--- src/core/adcc_params.svh ---
`ifndef ADCC_PARAMS_SVH
`define ADCC_PARAMS_SVH

// register indexes; byte address is four times the index
`define ADCC_IDX_CTRL      8'hE1
`define ADCC_IDX_RESH      8'hE2
`define ADCC_IDX_IRQ_STAT  8'hE4
`define ADCC_IDX_IRQ_MASK  8'hE5

// control/status register fields
`define ADCC_CTRL_RES_HI   7
`define ADCC_CTRL_RES_LO   6
`define ADCC_CTRL_EXT_EN   5
`define ADCC_CTRL_DONE     4
`define ADCC_CTRL_START    3
`define ADCC_CTRL_CLKSEL   2
`define ADCC_CTRL_CH_HI    1
`define ADCC_CTRL_CH_LO    0

// interrupt status and mask fields
`define ADCC_IRQ_DONE      0
`define ADCC_IRQ_REFUSED   1
`define ADCC_IRQ_BITS      2

// reset values
`define ADCC_RST_CHAN      2'h0
`define ADCC_RST_CLKSEL    1'b0
`define ADCC_RST_EXT_EN    1'b0
`define ADCC_RST_RESULT    10'h000
`define ADCC_RST_IRQ       2'h0

// bus encodings
`define ADCC_HSIZE_WORD    3'h2
`define ADCC_HRESP_OKAY    1'b0

`endif

--- src/core/adcc_pkg.sv ---
package adcc_pkg;

  // conversion sequencer states
  typedef enum logic [0:0] {
    adcc_st_idle = 1'b0,
    adcc_st_conv = 1'b1
  } adcc_state_e;

  typedef logic [7:0] adcc_idx_t;

endpackage

--- src/core/adcc_top.sv ---
// Our own choice: the AHB-Lite slave port.
`timescale 1ns/10ps
`default_nettype none

module adcc_top
  import adcc_pkg::*;
(
  input  wire logic        hclk,
  input  wire logic        hresetn,
  input  wire logic        hsel,
  input  wire logic [31:0] haddr,
  input  wire logic [1:0]  htrans,
  input  wire logic        hwrite,
  input  wire logic [2:0]  hsize,
  input  wire logic [31:0] hwdata,
  input  wire logic        hready,
  output logic             hreadyout,
  output logic             hresp,
  output logic [31:0]      hrdata,
  input  wire logic        external_trigger_pin,
  input  wire logic        conv_done_i,
  input  wire logic [9:0]  conv_result_i,
  output logic             conv_start,
  output logic [1:0]       conv_channel,
  output logic             converter_clock_select,
  output logic             irq
);

`include "adcc_params.svh"

  ////////////////////////////////////////////////////////////////////////////
  // bus slave and trigger edge

  logic        wr_en;
  adcc_idx_t   reg_idx;
  logic [31:0] rdata;
  logic        trig_rise;

  adcc_ahb_slave u_bus (
    .hclk      (hclk),
    .hresetn   (hresetn),
    .hsel      (hsel),
    .haddr     (haddr),
    .htrans    (htrans),
    .hwrite    (hwrite),
    .hsize     (hsize),
    .hready    (hready),
    .rdata     (rdata),
    .hreadyout (hreadyout),
    .hresp     (hresp),
    .hrdata    (hrdata),
    .wr_en     (wr_en),
    .reg_idx   (reg_idx)
  );

  adcc_trig_edge u_trig (
    .hclk                 (hclk),
    .hresetn              (hresetn),
    .external_trigger_pin (external_trigger_pin),
    .trig_rise            (trig_rise)
  );

  ////////////////////////////////////////////////////////////////////////////
  // conversion sequencer and control register

  adcc_state_e state_r, state_nxt;
  logic        done_r, done_nxt;
  logic        start_r, start_nxt;
  logic [1:0]  chan_r, chan_nxt;
  logic        clksel_r, clksel_nxt;
  logic        ext_en_r, ext_en_nxt;
  logic [9:0]  result_r, result_nxt;
  logic        busy;
  logic        wr_ctrl;
  logic        sw_start;
  logic        sw_clr;
  logic        hw_start;
  logic        refused;
  logic        finish;

  assign busy = (state_r == adcc_st_conv);

  // start acceptance, done flag, channel latch and result capture
  always_comb begin
    wr_ctrl    = wr_en & (reg_idx == `ADCC_IDX_CTRL);
    sw_start   = wr_ctrl & hwdata[`ADCC_CTRL_START];
    sw_clr     = wr_ctrl & ~hwdata[`ADCC_CTRL_DONE];
    hw_start   = ext_en_r & trig_rise;
    finish     = busy & conv_done_i;
    state_nxt  = state_r;
    done_nxt   = done_r;
    start_nxt  = 1'b0;
    chan_nxt   = chan_r;
    clksel_nxt = clksel_r;
    ext_en_nxt = ext_en_r;
    result_nxt = result_r;
    refused    = 1'b0;
    if (wr_ctrl) begin
      clksel_nxt = hwdata[`ADCC_CTRL_CLKSEL];
      ext_en_nxt = hwdata[`ADCC_CTRL_EXT_EN];
      // channel selection frozen unless idle with done clear
      if (!busy && !done_r) begin
        chan_nxt = hwdata[`ADCC_CTRL_CH_HI:`ADCC_CTRL_CH_LO];
      end
      // writing one never sets done, writing zero clears it
      if (sw_clr) begin
        done_nxt = 1'b0;
      end
    end
    case (state_r)
      adcc_st_idle: begin
        // a clear in the same write opens the gate, channel kept
        if (sw_start && (!done_r || sw_clr)) begin
          state_nxt = adcc_st_conv;
          start_nxt = 1'b1;
        end else if (hw_start && !done_r) begin
          state_nxt = adcc_st_conv;
          start_nxt = 1'b1;
        end else begin
          refused = sw_start | hw_start;
        end
      end
      adcc_st_conv: begin
        // zero writes to start have no path here
        refused = sw_start | hw_start;
        if (finish) begin
          state_nxt  = adcc_st_idle;
          done_nxt   = 1'b1;
          result_nxt = conv_result_i;
        end
      end
      default: begin
        state_nxt = adcc_st_idle;
      end
    endcase
  end

  always_ff @(posedge hclk or negedge hresetn) begin
    if (!hresetn) begin
      state_r  <= adcc_st_idle;
      done_r   <= 1'b0;
      start_r  <= 1'b0;
      chan_r   <= `ADCC_RST_CHAN;
      clksel_r <= `ADCC_RST_CLKSEL;
      ext_en_r <= `ADCC_RST_EXT_EN;
      result_r <= `ADCC_RST_RESULT;
    end else begin
      state_r  <= state_nxt;
      done_r   <= done_nxt;
      start_r  <= start_nxt;
      chan_r   <= chan_nxt;
      clksel_r <= clksel_nxt;
      ext_en_r <= ext_en_nxt;
      result_r <= result_nxt;
    end
  end

  // converter core sees the latched channel and clock choice
  assign conv_start             = start_r;
  assign conv_channel           = chan_r;
  assign converter_clock_select = clksel_r;

  ////////////////////////////////////////////////////////////////////////////
  // interrupt status and mask

  logic [`ADCC_IRQ_BITS-1:0] stat_r, stat_nxt;
  logic [`ADCC_IRQ_BITS-1:0] mask_r, mask_nxt;
  logic [`ADCC_IRQ_BITS-1:0] events;
  logic                      irq_r, irq_nxt;

  // set beats a write-one clear landing in the same cycle
  always_comb begin
    events                    = '0;
    events[`ADCC_IRQ_DONE]    = finish;
    events[`ADCC_IRQ_REFUSED] = refused;
    stat_nxt = stat_r;
    mask_nxt = mask_r;
    if (wr_en && reg_idx == `ADCC_IDX_IRQ_STAT) begin
      stat_nxt = stat_r & ~hwdata[`ADCC_IRQ_BITS-1:0];
    end
    if (wr_en && reg_idx == `ADCC_IDX_IRQ_MASK) begin
      mask_nxt = hwdata[`ADCC_IRQ_BITS-1:0];
    end
    stat_nxt = stat_nxt | events;
    irq_nxt  = |(stat_nxt & mask_nxt);
  end

  always_ff @(posedge hclk or negedge hresetn) begin
    if (!hresetn) begin
      stat_r <= `ADCC_RST_IRQ;
      mask_r <= `ADCC_RST_IRQ;
      irq_r  <= 1'b0;
    end else begin
      stat_r <= stat_nxt;
      mask_r <= mask_nxt;
      irq_r  <= irq_nxt;
    end
  end

  assign irq = irq_r;

  ////////////////////////////////////////////////////////////////////////////
  // read mux; unmapped indexes read zero

  always_comb begin
    rdata = 32'h00000000;
    case (reg_idx)
      `ADCC_IDX_CTRL: begin
        rdata[`ADCC_CTRL_RES_HI]  = result_r[1];
        rdata[`ADCC_CTRL_RES_LO]  = result_r[0];
        rdata[`ADCC_CTRL_EXT_EN]  = ext_en_r;
        rdata[`ADCC_CTRL_DONE]    = done_r;
        rdata[`ADCC_CTRL_START]   = busy;
        rdata[`ADCC_CTRL_CLKSEL]  = clksel_r;
        rdata[`ADCC_CTRL_CH_HI:`ADCC_CTRL_CH_LO] = chan_r;
      end
      `ADCC_IDX_RESH: begin
        rdata[7:0] = result_r[9:2];
      end
      `ADCC_IDX_IRQ_STAT: begin
        rdata[`ADCC_IRQ_BITS-1:0] = stat_r;
      end
      `ADCC_IDX_IRQ_MASK: begin
        rdata[`ADCC_IRQ_BITS-1:0] = mask_r;
      end
      default: begin
        rdata = 32'h00000000;
      end
    endcase
  end
endmodule

`default_nettype wire

--- src/core/adcc_trig_edge.sv ---
`timescale 1ns/10ps
`default_nettype none

module adcc_trig_edge
  import adcc_pkg::*;
(
  input  wire logic hclk,
  input  wire logic hresetn,
  input  wire logic external_trigger_pin,
  output logic      trig_rise
);

  logic pin_d_r;
  logic pin_d_nxt;

  // pin is synchronous to hclk, so one delay stage is enough
  always_comb begin
    pin_d_nxt = external_trigger_pin;
  end

  always_ff @(posedge hclk or negedge hresetn) begin
    if (!hresetn) begin
      pin_d_r <= 1'b0;
    end else begin
      pin_d_r <= pin_d_nxt;
    end
  end

  // a pin already high at reset release counts as an edge
  assign trig_rise = external_trigger_pin & ~pin_d_r;

endmodule

`default_nettype wire

--- src/core/adcc_ahb_slave.sv ---
`timescale 1ns/10ps
`default_nettype none

module adcc_ahb_slave
  import adcc_pkg::*;
(
  input  wire logic        hclk,
  input  wire logic        hresetn,
  input  wire logic        hsel,
  input  wire logic [31:0] haddr,
  input  wire logic [1:0]  htrans,
  input  wire logic        hwrite,
  input  wire logic [2:0]  hsize,
  input  wire logic        hready,
  input  wire logic [31:0] rdata,
  output logic             hreadyout,
  output logic             hresp,
  output logic [31:0]      hrdata,
  output logic             wr_en,
  output adcc_idx_t        reg_idx
);

  logic        wr_r, wr_nxt;
  logic        rd_r, rd_nxt;
  adcc_idx_t   idx_r, idx_nxt;
  logic        rdy_r, rdy_nxt;
  logic [31:0] rdat_r, rdat_nxt;
  logic        take;

  // reads spend one wait state so a write just before is always seen
  always_comb begin
    take     = hsel & htrans[1] & hready & (hsize == `ADCC_HSIZE_WORD);
    wr_nxt   = take & hwrite;
    rd_nxt   = take & ~hwrite;
    idx_nxt  = take ? haddr[9:2] : idx_r;
    rdy_nxt  = ~rd_nxt;
    rdat_nxt = rd_r ? rdata : rdat_r;
  end

  always_ff @(posedge hclk or negedge hresetn) begin
    if (!hresetn) begin
      wr_r   <= 1'b0;
      rd_r   <= 1'b0;
      idx_r  <= 8'h00;
      rdy_r  <= 1'b1;
      rdat_r <= 32'h00000000;
    end else begin
      wr_r   <= wr_nxt;
      rd_r   <= rd_nxt;
      idx_r  <= idx_nxt;
      rdy_r  <= rdy_nxt;
      rdat_r <= rdat_nxt;
    end
  end

  assign hreadyout = rdy_r;
  assign hresp     = `ADCC_HRESP_OKAY;
  assign hrdata    = rdat_r;
  assign wr_en     = wr_r;
  assign reg_idx   = idx_r;

endmodule

`default_nettype wire

--- config.mk ---
export PLATFORM = sky130hd
export DESIGN_NAME = adcc_top
export DESIGN_NICKNAME = d
export VERILOG_FILES = /design/src/core/adcc_pkg.sv /design/src/core/adcc_top.sv /design/src/core/adcc_trig_edge.sv /design/src/core/adcc_ahb_slave.sv
export VERILOG_INCLUDE_DIRS = /design/src /design/src/core
export SDC_FILE = /design/constraint.sdc
export NUM_CORES = 1
export LEC_CHECK = 0
export ABC_AREA = 1
export BUFFER_PORTS_ARGS = -buffer_cell sky130_fd_sc_hd__buf_2
export CAP_MARGIN = 20
export CORE_AREA = 2 2 90 84
export CTS_CLUSTER_DIAMETER = 50
export DETAILED_ROUTE_END_ITERATION = 10
export DIE_AREA = 0 0 92 86
export GPL_TIMING_DRIVEN = 0
export PLACE_DENSITY_LB_ADDON = 0.05
export SLEW_MARGIN = 15
export SYNTH_ARGS = -nofsm -noshare
export SYNTH_HDL_FRONTEND = slang
export SYNTH_SLANG_ARGS = --single-unit
--- constraint.sdc ---
create_clock -name hclk -period 1.35 [get_ports hclk]
set_input_delay 0.0675 -clock hclk [delete_from_list [all_inputs] [get_ports hclk]]
set_output_delay 0.0675 -clock hclk [all_outputs]
set_load 0.005 [all_outputs]
==> results of run 1 <==
[sequential cells by signal, summed over array words and instances, names as in the netlist, 2 cells and up]
| signal | cells |
|---|---|
| u_bus.hrdata | 8 |
| result_r | 10 |
| mask_r | 2 |
| conv_channel | 2 |
| u_bus.reg_idx | 8 |
| stat_r | 2 |
[where the power goes]
part | leakage (nW) | total, mW | switching [mW] | internal (mW)
registers | 0.480 | 1.66 | 0.150 | 1.51
clock network | 0.0395 | 0.795 | 0.427 | 0.368
logic | 0.945 | 0.626 | 0.277 | 0.348
total | 1.46 | 3.08 | 0.854 | 2.22
[cell families (layout without fill, tap and decap cells)]
logic type | after synthesis | after routing | synth area share
other | 1 | 25 | 0.001841
buffers and inverters | 49 | 129 | 0.1425
flip-flops | 42 | 42 | 0.5166
AND/OR/NAND/NOR | 87 | 87 | 0.2211
multiplexers | 10 | 10 | 0.05528
AO/OA/AOI/OAI | 22 | 22 | 0.06265
[metrics by stage]
| stage | util | hold WS (ps) |
|---|---|---|
| floorplan | - | -228.1 |
| global placement | 0.3603 | 192.2 |
| detailed placement | 0.3603 | 194.7 |
| CTS | 0.3998 | 3.992 |
| global route | 0.4125 | 3.679 |
| finish | 0.4125 | 5.393 |
[synthesized netlist by cell type]
library cell	number
a21oi_1	5
a31oi_1	6
buf_2	4
buf_4	25
buf_6	1
clkbuf_1	1
conb_1	1
dfrtp_1	41
dfstp_2	1
inv_1	17
inv_2	1
mux2_2	10
nand2_1	29
nand2_2	6
nand3_1	24
nand3_2	2
nand4_1	4
nand4_2	1
nor2_1	15
nor2_2	1
nor2_4	1
nor2_8	1
nor3_2	1
nor3_4	1
o211ai_1	1
o21ai_0	5
o21ai_1	3
o21ai_2	2
or3_1	1
[worst min-delay path: stages]
cell	delay [ps]
buf_2	90
inv_1	40
o21ai_1	60
[timing repair]
item | CTS | global route
pin swaps | 5 | 12
setup endpoints to repair | 15 | 23
endpoints found under the hold margin | 49 | 1
gates resized for setup | 13 | 11
buffers inserted | 9 | 5
hold buffers | 9 | 1
[worst max path at each step]
stage                       to  slack (ps)  depth (start not counted)
6_report                   irq         -40                         11
5_1_grt                    irq        -140                         11
4_1_cts                    irq         -70                          8
3_5_place_dp   u_bus.hrdata[1]        -150                          7
3_3_place_gp   u_bus.hrdata[0]        -170                          7
2_1_floorplan              irq          30                          8
[cell type report]
class,instances,area share
Inverter,18,0.02376
Sequential cell,42,0.3704
Clock buffer,8,0.02816
Tap cell,93,0.04092
Timing Repair Buffer,72,0.1601
Buffer,31,0.08007
Multi-Input combinational cell,144,0.2965
[metal layers]
layer	GRT usage	up-vias	wire length, microns
met5	0	-	0
met4	0.04478	0	69
met3	0.02812	7	238
met2	0.1811	47	1976
met1	0.1809	741	2403
li1	-	847	-
==> reports/results.ini, run 1 <==
[run_status]
status = finished with violations
violations = setup timing

[worst_setup_path]
cp_top_family = simple AND/OR/NAND/NOR gates
critPathSlowestCell = dfrtp_1
ff2ff_path_depth = 11
required_ps = 1530
crit_start = u_bus.reg_idx[2]
r2r_slack_ps = -40
path_class = reg -> reg
worstSetupEndpointType = flip-flop
crit_chain = inv_2 -> nand2_4 -> nor2_4 -> buf_6 -> nand4_2 -> nand2_2 -> nand2_2 -> nand3_2 -> nand2_2 -> nand2_1 -> nand2_1
rr_startpoint = u_bus.reg_idx[2]
critical_path_buf_inv_count = 2
path_max_fanout = 4
critPathMaxStageDelay_ps = 400
critPathLaunchType = flip-flop
worst_r2r_endpoint = irq
arrival_ps = 1570
crit_top_cell = nand2_2

[cts]
cts_made_buffers = 5
ctsHtreeMaxLevel = 2
clock_latency_ps = 290
max-clock-path-buffers = 2
cts_tree = built
clk_pin_slew_ps = 80
cts_root_buffer = clkbuf_8
cts_sinks = 42

[timing]
setup_viol = 3
rsz0062_at_grt = yes
timing.final.ws_setup_ps = -38.75
finClkSkew_ps = 4.373
hold_viol_final = 0
fin_crit_ps = 1389
worst_pin_slew_ps = 578.6
slew_viol_final = 0
tns_ps = -99.84
post-route-period-util = 1.029
clock.fmax_mhz = 720.1
slew-limit-headroom = 0.6143

[final_layout]
fin_cells = 408
layout.nets = 400
final_common_cell = buf_2
drive_gt1_frac = 0.4317
synthToLayoutAreaGrowth_pct = 39.62
stdcell_area_sq_um = 2844
fill_cells = 740
antenna_cells = 0
multi_input_area_sq_um = 843.3
layout_common_cells = buf_2, dfrtp_1, buf_4
regArea_sq_um = 1054

[place]
place_area_sq_um = 2484
place_ws_ps = -150.1
port_buffers = 48
dp_cells = 376
dp_hpwl_microns = 3333
gp_congestion = 0.7395

[hold_path]
hold_path_startpoint = haddr[7]
hold_class = in -> reg
hold_end = u_bus.reg_idx[5]
hold_path_depth = 3

[power_and_ir_drop]
p_leak_nw = 1.465
pwr_density_cell_nw_per_um2 = 1082
finalPower_mw = 3.079
vdd_ir_drop_max_mv = 0.4903

[global_route]
grt_overflow = 0
grt_util_all_layers = 0.1242
grt_max_degree = 43
grt_pass1_wl_microns = 7686
antenna_found_initial = 0
grt_pass1_vias = 1555

[routing]
initialDrtViolationCount = 51
ant_nets = 0
drtPass1Iterations = 4
wl_per_cell_microns = 11.49
viasPerCell = 4.025
wl_microns = 4688
drc_errors = 0
vias = 1642

[logic_synthesis]
synth_seq_cells = 42
synth_warnings = 0
yosys-top-cells-area = dfrtp_1, buf_4, nand3_1
synth_top_area_share = 0.5037
synth_cell_types = 29
syn_inst = 211
yosys.area.top_type = dfrtp_1
synth.avg_cell_area_sq_um = 9.654
netlist_area_sq_um = 2037
ys_seq_area_frac = 0.5166

[floorplan]
die_area_sq_um = 7912
coreArea_sq_um = 6894
die_h_microns = 86
chipWidth_microns = 92
design.portCount = 125
num_rows = 29
initial_core_util = 0.2955

[run]
maxCapViolations = 0

(Power assumes the default switching activity.)
==> run 2: changes to the inputs <==
- CELL_PAD_IN_SITES_DETAIL_PLACEMENT: unset -> 1
- CELL_PAD_IN_SITES_GLOBAL_PLACEMENT: unset -> 1
- CORE_AREA: 2 2 90 84 -> 2 2 95 88
- DIE_AREA: 0 0 92 86 -> 0 0 97 90
- TNS_END_PERCENT: unset -> 5
==> run 2 against run 1 <==
Effect of this change: the flow still finishes with violations (setup timing); sequential cell count unchanged; core utilization decreased by 4.0 points; die area increased by 10%; clock power decreased by 2.6%; combinational power increased by 3%.
==> reports/results.ini, run 2 (synthesis gave the netlist of run 1 again) <==
[run_status]
status = finished with violations
violations = setup timing

[routing]
drtPass1Iterations = 4  ; unchanged
wl_microns = 5181  ; +11%
viasPerCell = 4.076  ; +1.3%
wl_per_cell_microns = 12.34  ; +7.4%
drc_errors = 0  ; unchanged
initialDrtViolationCount = 29  ; -43%
vias = 1712  ; +4.3%
ant_nets = 0  ; unchanged

[worst_setup_path]
worstSetupEndpointType = flip-flop
critPathLaunchType = flip-flop
required_ps = 1550  ; +20 ps
path_class = reg -> reg
arrival_ps = 1570  ; about the same
path_max_fanout = 10  ; +6

[cts]
cts_sinks = 42  ; unchanged
cts_made_buffers = 5  ; unchanged
cts_root_buffer = clkbuf_8
clk_pin_slew_ps = 80  ; about the same
cts_tree = built
ctsHtreeMaxLevel = 2  ; unchanged
clock_latency_ps = 290  ; about the same
max-clock-path-buffers = 2  ; unchanged

[timing]
fin_crit_ps = 1361  ; -27.66 ps
slew_viol_final = 0  ; unchanged
rsz0062_at_grt = yes
finClkSkew_ps = 5.535  ; +1.163 ps
hold_viol_final = 0  ; unchanged
timing.final.ws_setup_ps = -11.10  ; +27.66 ps
clock.fmax_mhz = 734.7  ; +2.0%
post-route-period-util = 1.008  ; -0.02049
setup_viol = 2  ; -1
tns_ps = -16.30  ; +83.54 ps

[floorplan]
chipWidth_microns = 97  ; +5.4%
die_area_sq_um = 8730  ; +10%
num_rows = 31  ; +6.9%
design.portCount = 125  ; unchanged
coreArea_sq_um = 7796  ; +13%
die_h_microns = 90  ; +4.7%
initial_core_util = 0.2613  ; -0.03419

[final_layout]
layout_common_cells = buf_2, buf_4, dfrtp_1
layout.nets = 406  ; +1.5%
fin_util = 0.3725  ; -0.04003
synthToLayoutAreaGrowth_pct = 42.57
top_register = result_r
final_common_cell = buf_2
antenna_cells = 0  ; unchanged
fin_cells = 420  ; +2.9%
largest_reg_flops = 10  ; unchanged
drive_gt1_frac = 0.4455  ; +0.01374

[power_and_ir_drop]
finalPower_mw = 3.071  ; -0.25%
p_leak_nw = 1.500  ; +2.4%
vdd_ir_drop_max_mv = 0.3060  ; -38%
pwr_density_cell_nw_per_um2 = 1057  ; -2.3%

[place]
dp_hpwl_microns = 3665  ; +10%
port_buffers = 48  ; unchanged
gp_congestion = 0.7476  ; +1.1%
dp_cells = 382  ; +1.6%

[global_route]
grt_overflow = 0  ; unchanged
grt_pass1_vias = 1736  ; +12%
grt_util_all_layers = 0.1221  ; -0.002102
grt_pass1_wl_microns = 8466  ; +10%
antenna_found_initial = 0  ; unchanged
grt_max_degree = 43  ; unchanged

[hold_path]
hold_class = in -> reg

[run]
maxCapViolations = 0  ; unchanged

==> run 2: path summary, 6_finish.rpt <==
path,startpoint,slack (ps),depth (start not counted),to
max,u_bus.reg_idx[4],-10,8,u_bus.hrdata[3]
min,conv_result_i[1],10,2,result_r[1]
max reg2reg,u_bus.reg_idx[4],-10,8,u_bus.hrdata[3]
min reg2reg,u_bus.hrdata[1],490,2,u_bus.hrdata[1]
max in group asynchronous,hresetn,510,3,u_bus.hreadyout
min in group asynchronous,hresetn,270,2,converter_clock_select
==> run 2: area by class of cell <==
class	instances	area, sq um
Clock buffer	8	80.08
Buffer	31	227.7
Tap cell	99	123.9
Sequential cell	42	1054
Inverter	18	67.56
Multi-Input combinational cell	144	845.8
Timing Repair Buffer	78	505.5
Fill cell	927	4892
==> run 2: per-stage QoR <==
step                area [sq um]  setup WS, ps  hold WS, ps
finish                      2904        -11.10        11.17
detailed placement          2491        -236.2        203.0
global route                2904        -114.0        3.353
floorplan                   2127         33.10       -228.1
global placement            2491        -228.6        203.7
CTS                         2799        -57.36        2.584
==> run 2: per-layer routing <==
metal / part of all wire / GRT usage
met5: 0 / 0
met4: 0.0087 / 0.03169
met3: 0.043 / 0.02722
met2: 0.50 / 0.2054
met1: 0.45 / 0.1591
==> run 2: repair_timing <==
item                                    4_1_cts  5_1_grt
hold buffers                                 10        1
endpoints found under the setup margin       25       17
gates resized for setup                      12       10
setup buffers                                13        5
pin swaps                                     5        6
endpoints found under the hold margin        52        1
==> run 2: worst max-delay path, cell delays in order (launching register included) <==
cell,delay (ps)
dfrtp_1,380
inv_2,70
nand2_4,70
nor2_8,120
buf_4,120
buf_4,90
buf_4,160
nand3_1,100
a31oi_1,180
==> run 2: report_power, final <==
part | internal [mW] | switching (mW) | leakage [nW] | total (mW)
Clock | 0.368 | 0.406 | 0.0395 | 0.774
Combinational | 0.359 | 0.287 | 0.981 | 0.645
Sequential | 1.51 | 0.143 | 0.480 | 1.65
Total | 2.23 | 0.836 | 1.50 | 3.07
==> run 3: changes to the inputs <==
- CORE_AREA: 2 2 95 88 -> 2 2 93 86
- CTS_BUF_LIST: unset -> sky130_fd_sc_hd__clkbuf_8
- DIE_AREA: 0 0 97 90 -> 0 0 95 88
==> run 3 against run 2 <==
Effect of this change: the run still ends with setup timing left; global-route usage up 1.2 points; via count grew 0.58%; core utilization grew 2.0 points; critical path type unchanged; highest routed layer unchanged.
==> reports/results.ini, run 3 (synthesis gave the netlist of run 1 again) <==
[run_status]
status = finished with violations
violations = setup timing

[worst_setup_path]
worstSetupEndpointType = flip-flop
critPathLaunchType = flip-flop
path_class = reg -> reg
required_ps = 1540  ; about the same
arrival_ps = 1540  ; -30 ps
ff2ff_path_depth = 11  ; +3
path_max_fanout = 4  ; -6

[floorplan]
design.portCount = 125  ; unchanged
coreArea_sq_um = 7395  ; -5.2%
chipWidth_microns = 95  ; -2.1%
initial_core_util = 0.2755  ; +0.01419
die_h_microns = 88  ; -2.2%
num_rows = 30  ; -3.2%
die_area_sq_um = 8360  ; -4.2%

[timing]
setup_viol = 1  ; -1
slew_viol_final = 0  ; unchanged
finClkSkew_ps = 5.524  ; -0.01158 ps
hold_viol_final = 0  ; unchanged
fin_hold_ws_ps = 7.579  ; -3.589 ps
worst_pin_slew_ps = 549.4
post-route-period-util = 1.001  ; -0.006857
rsz0062_at_grt = yes
tns_ps = -1.839  ; +14.46 ps
slew-limit-headroom = 0.6337
clock.fmax_mhz = 739.7  ; +0.68%
fin_crit_ps = 1352  ; -9.257 ps
timing.final.ws_setup_ps = -1.839  ; +9.257 ps

[routing]
drc_errors = 0  ; unchanged
wl_microns = 5042  ; -2.7%
ant_nets = 0  ; unchanged
initialDrtViolationCount = 46  ; +59%
wl_per_cell_microns = 12.15  ; -1.5%
viasPerCell = 4.149  ; +1.8%
drtPass1Iterations = 4  ; unchanged
vias = 1722  ; +0.58%

[final_layout]
layout.nets = 404  ; -0.49%
largest_reg_flops = 10  ; unchanged
fin_util = 0.3927  ; +0.02023
antenna_cells = 0  ; unchanged
final_common_cell = buf_2
regArea_sq_um = 1054  ; unchanged
fin_cells = 415  ; -1.2%
stdcell_area_sq_um = 2904  ; unchanged
top_register = result_r
multi_input_area_sq_um = 834.6  ; -1.3%
drive_gt1_frac = 0.4357  ; -0.009746
fill_cells = 893  ; -3.7%
layout_common_cells = buf_2, dfrtp_1, buf_4
synthToLayoutAreaGrowth_pct = 42.57  ; unchanged

[cts]
clk_pin_slew_ps = 80  ; about the same
max-clock-path-buffers = 2  ; unchanged
ctsHtreeMaxLevel = 2  ; unchanged
cts_made_buffers = 5  ; unchanged
clock_latency_ps = 290  ; about the same
cts_sinks = 42  ; unchanged
cts_tree = built
cts_root_buffer = clkbuf_8

[hold_path]
hold_class = in -> reg
hold_path_depth = 2  ; unchanged

[power_and_ir_drop]
pwr_density_cell_nw_per_um2 = 1076  ; +1.7%
vdd_ir_drop_max_mv = 0.3409  ; +11%
p_leak_nw = 1.501  ; about the same
finalPower_mw = 3.124  ; +1.7%

[global_route]
grt_pass1_vias = 1744  ; +0.46%
grt_overflow = 0  ; unchanged
grt_util_all_layers = 0.1340  ; +0.01185
grt_max_degree = 43  ; unchanged
grt_pass1_wl_microns = 8411  ; -0.65%
antenna_found_initial = 0  ; unchanged

[place]
dp_hpwl_microns = 3628  ; -1.0%
gp_congestion = 0.7423  ; -0.71%
port_buffers = 48  ; unchanged
place_area_sq_um = 2487  ; -0.15%
dp_cells = 379  ; -0.79%
place_ws_ps = -169.1  ; +67.14 ps

[run]
maxCapViolations = 0  ; unchanged

## run 3: critical path, stage by stage, from the launching register on
cell     delay (ps)
dfrtp_1         380
inv_2            90
nand2_2          70
nor2_4          120
buf_6           120
nand4_2          80
nand2_2         110
nand2_2          70
nand3_2          70
nand2_2          60
nand2_2          50
nand2_1          40
## run 3: where the power goes
group / internal, mW / switching, mW / leakage, nW / total, mW
Clock: 0.406 / 0.440 / 0.0524 / 0.846
Combinational: 0.354 / 0.271 / 0.968 / 0.625
Sequential: 1.51 / 0.146 / 0.480 / 1.65
Total: 2.27 / 0.857 / 1.50 / 3.12
## run 3: what timing repair did
action / 4_1_cts / 5_1_grt
pin swaps: 8 / 10
endpoints found under the hold margin: 56 / 0
endpoints found under the setup margin: 25 / 19
resized for setup: 14 / 7
hold buffers: 14 / 0
buffers inserted: 8 / 5
## run 3: worst paths after layout
kind / start / to / slack (ps)
setup / recovery: u_bus.reg_idx[1] / irq / -2
hold / removal: conv_result_i[9] / result_r[9] / 8
max in group asynchronous: hresetn / conv_channel[1] / 560
min in group asynchronous: hresetn / u_bus.reg_idx[3] / 290
hold reg to reg: u_bus.hrdata[1] / u_bus.hrdata[1] / 480
setup reg to reg: u_bus.reg_idx[1] / irq / -2
## run 3: layer usage
metal	vias up	GRT usage	share of wire	routed length, microns
met3	7	0.03012	0.048	243
met1	819	0.1741	0.46	2316
met4	0	0.04743	0.017	86
met5	-	0	0	0
li1	855	-	-	-
met2	41	0.2205	0.48	2396
## run 3: layout make-up
type / instances / area share
plain buffers: 31 / 0.07841
clock buffers: 6 / 0.02844
clock inverters: 2 / 0.003016
inverters: 18 / 0.02327
multi-input cells: 144 / 0.2874
flip-flops and latches: 42 / 0.3628
well taps: 96 / 0.04136
repair buffers: 76 / 0.1754
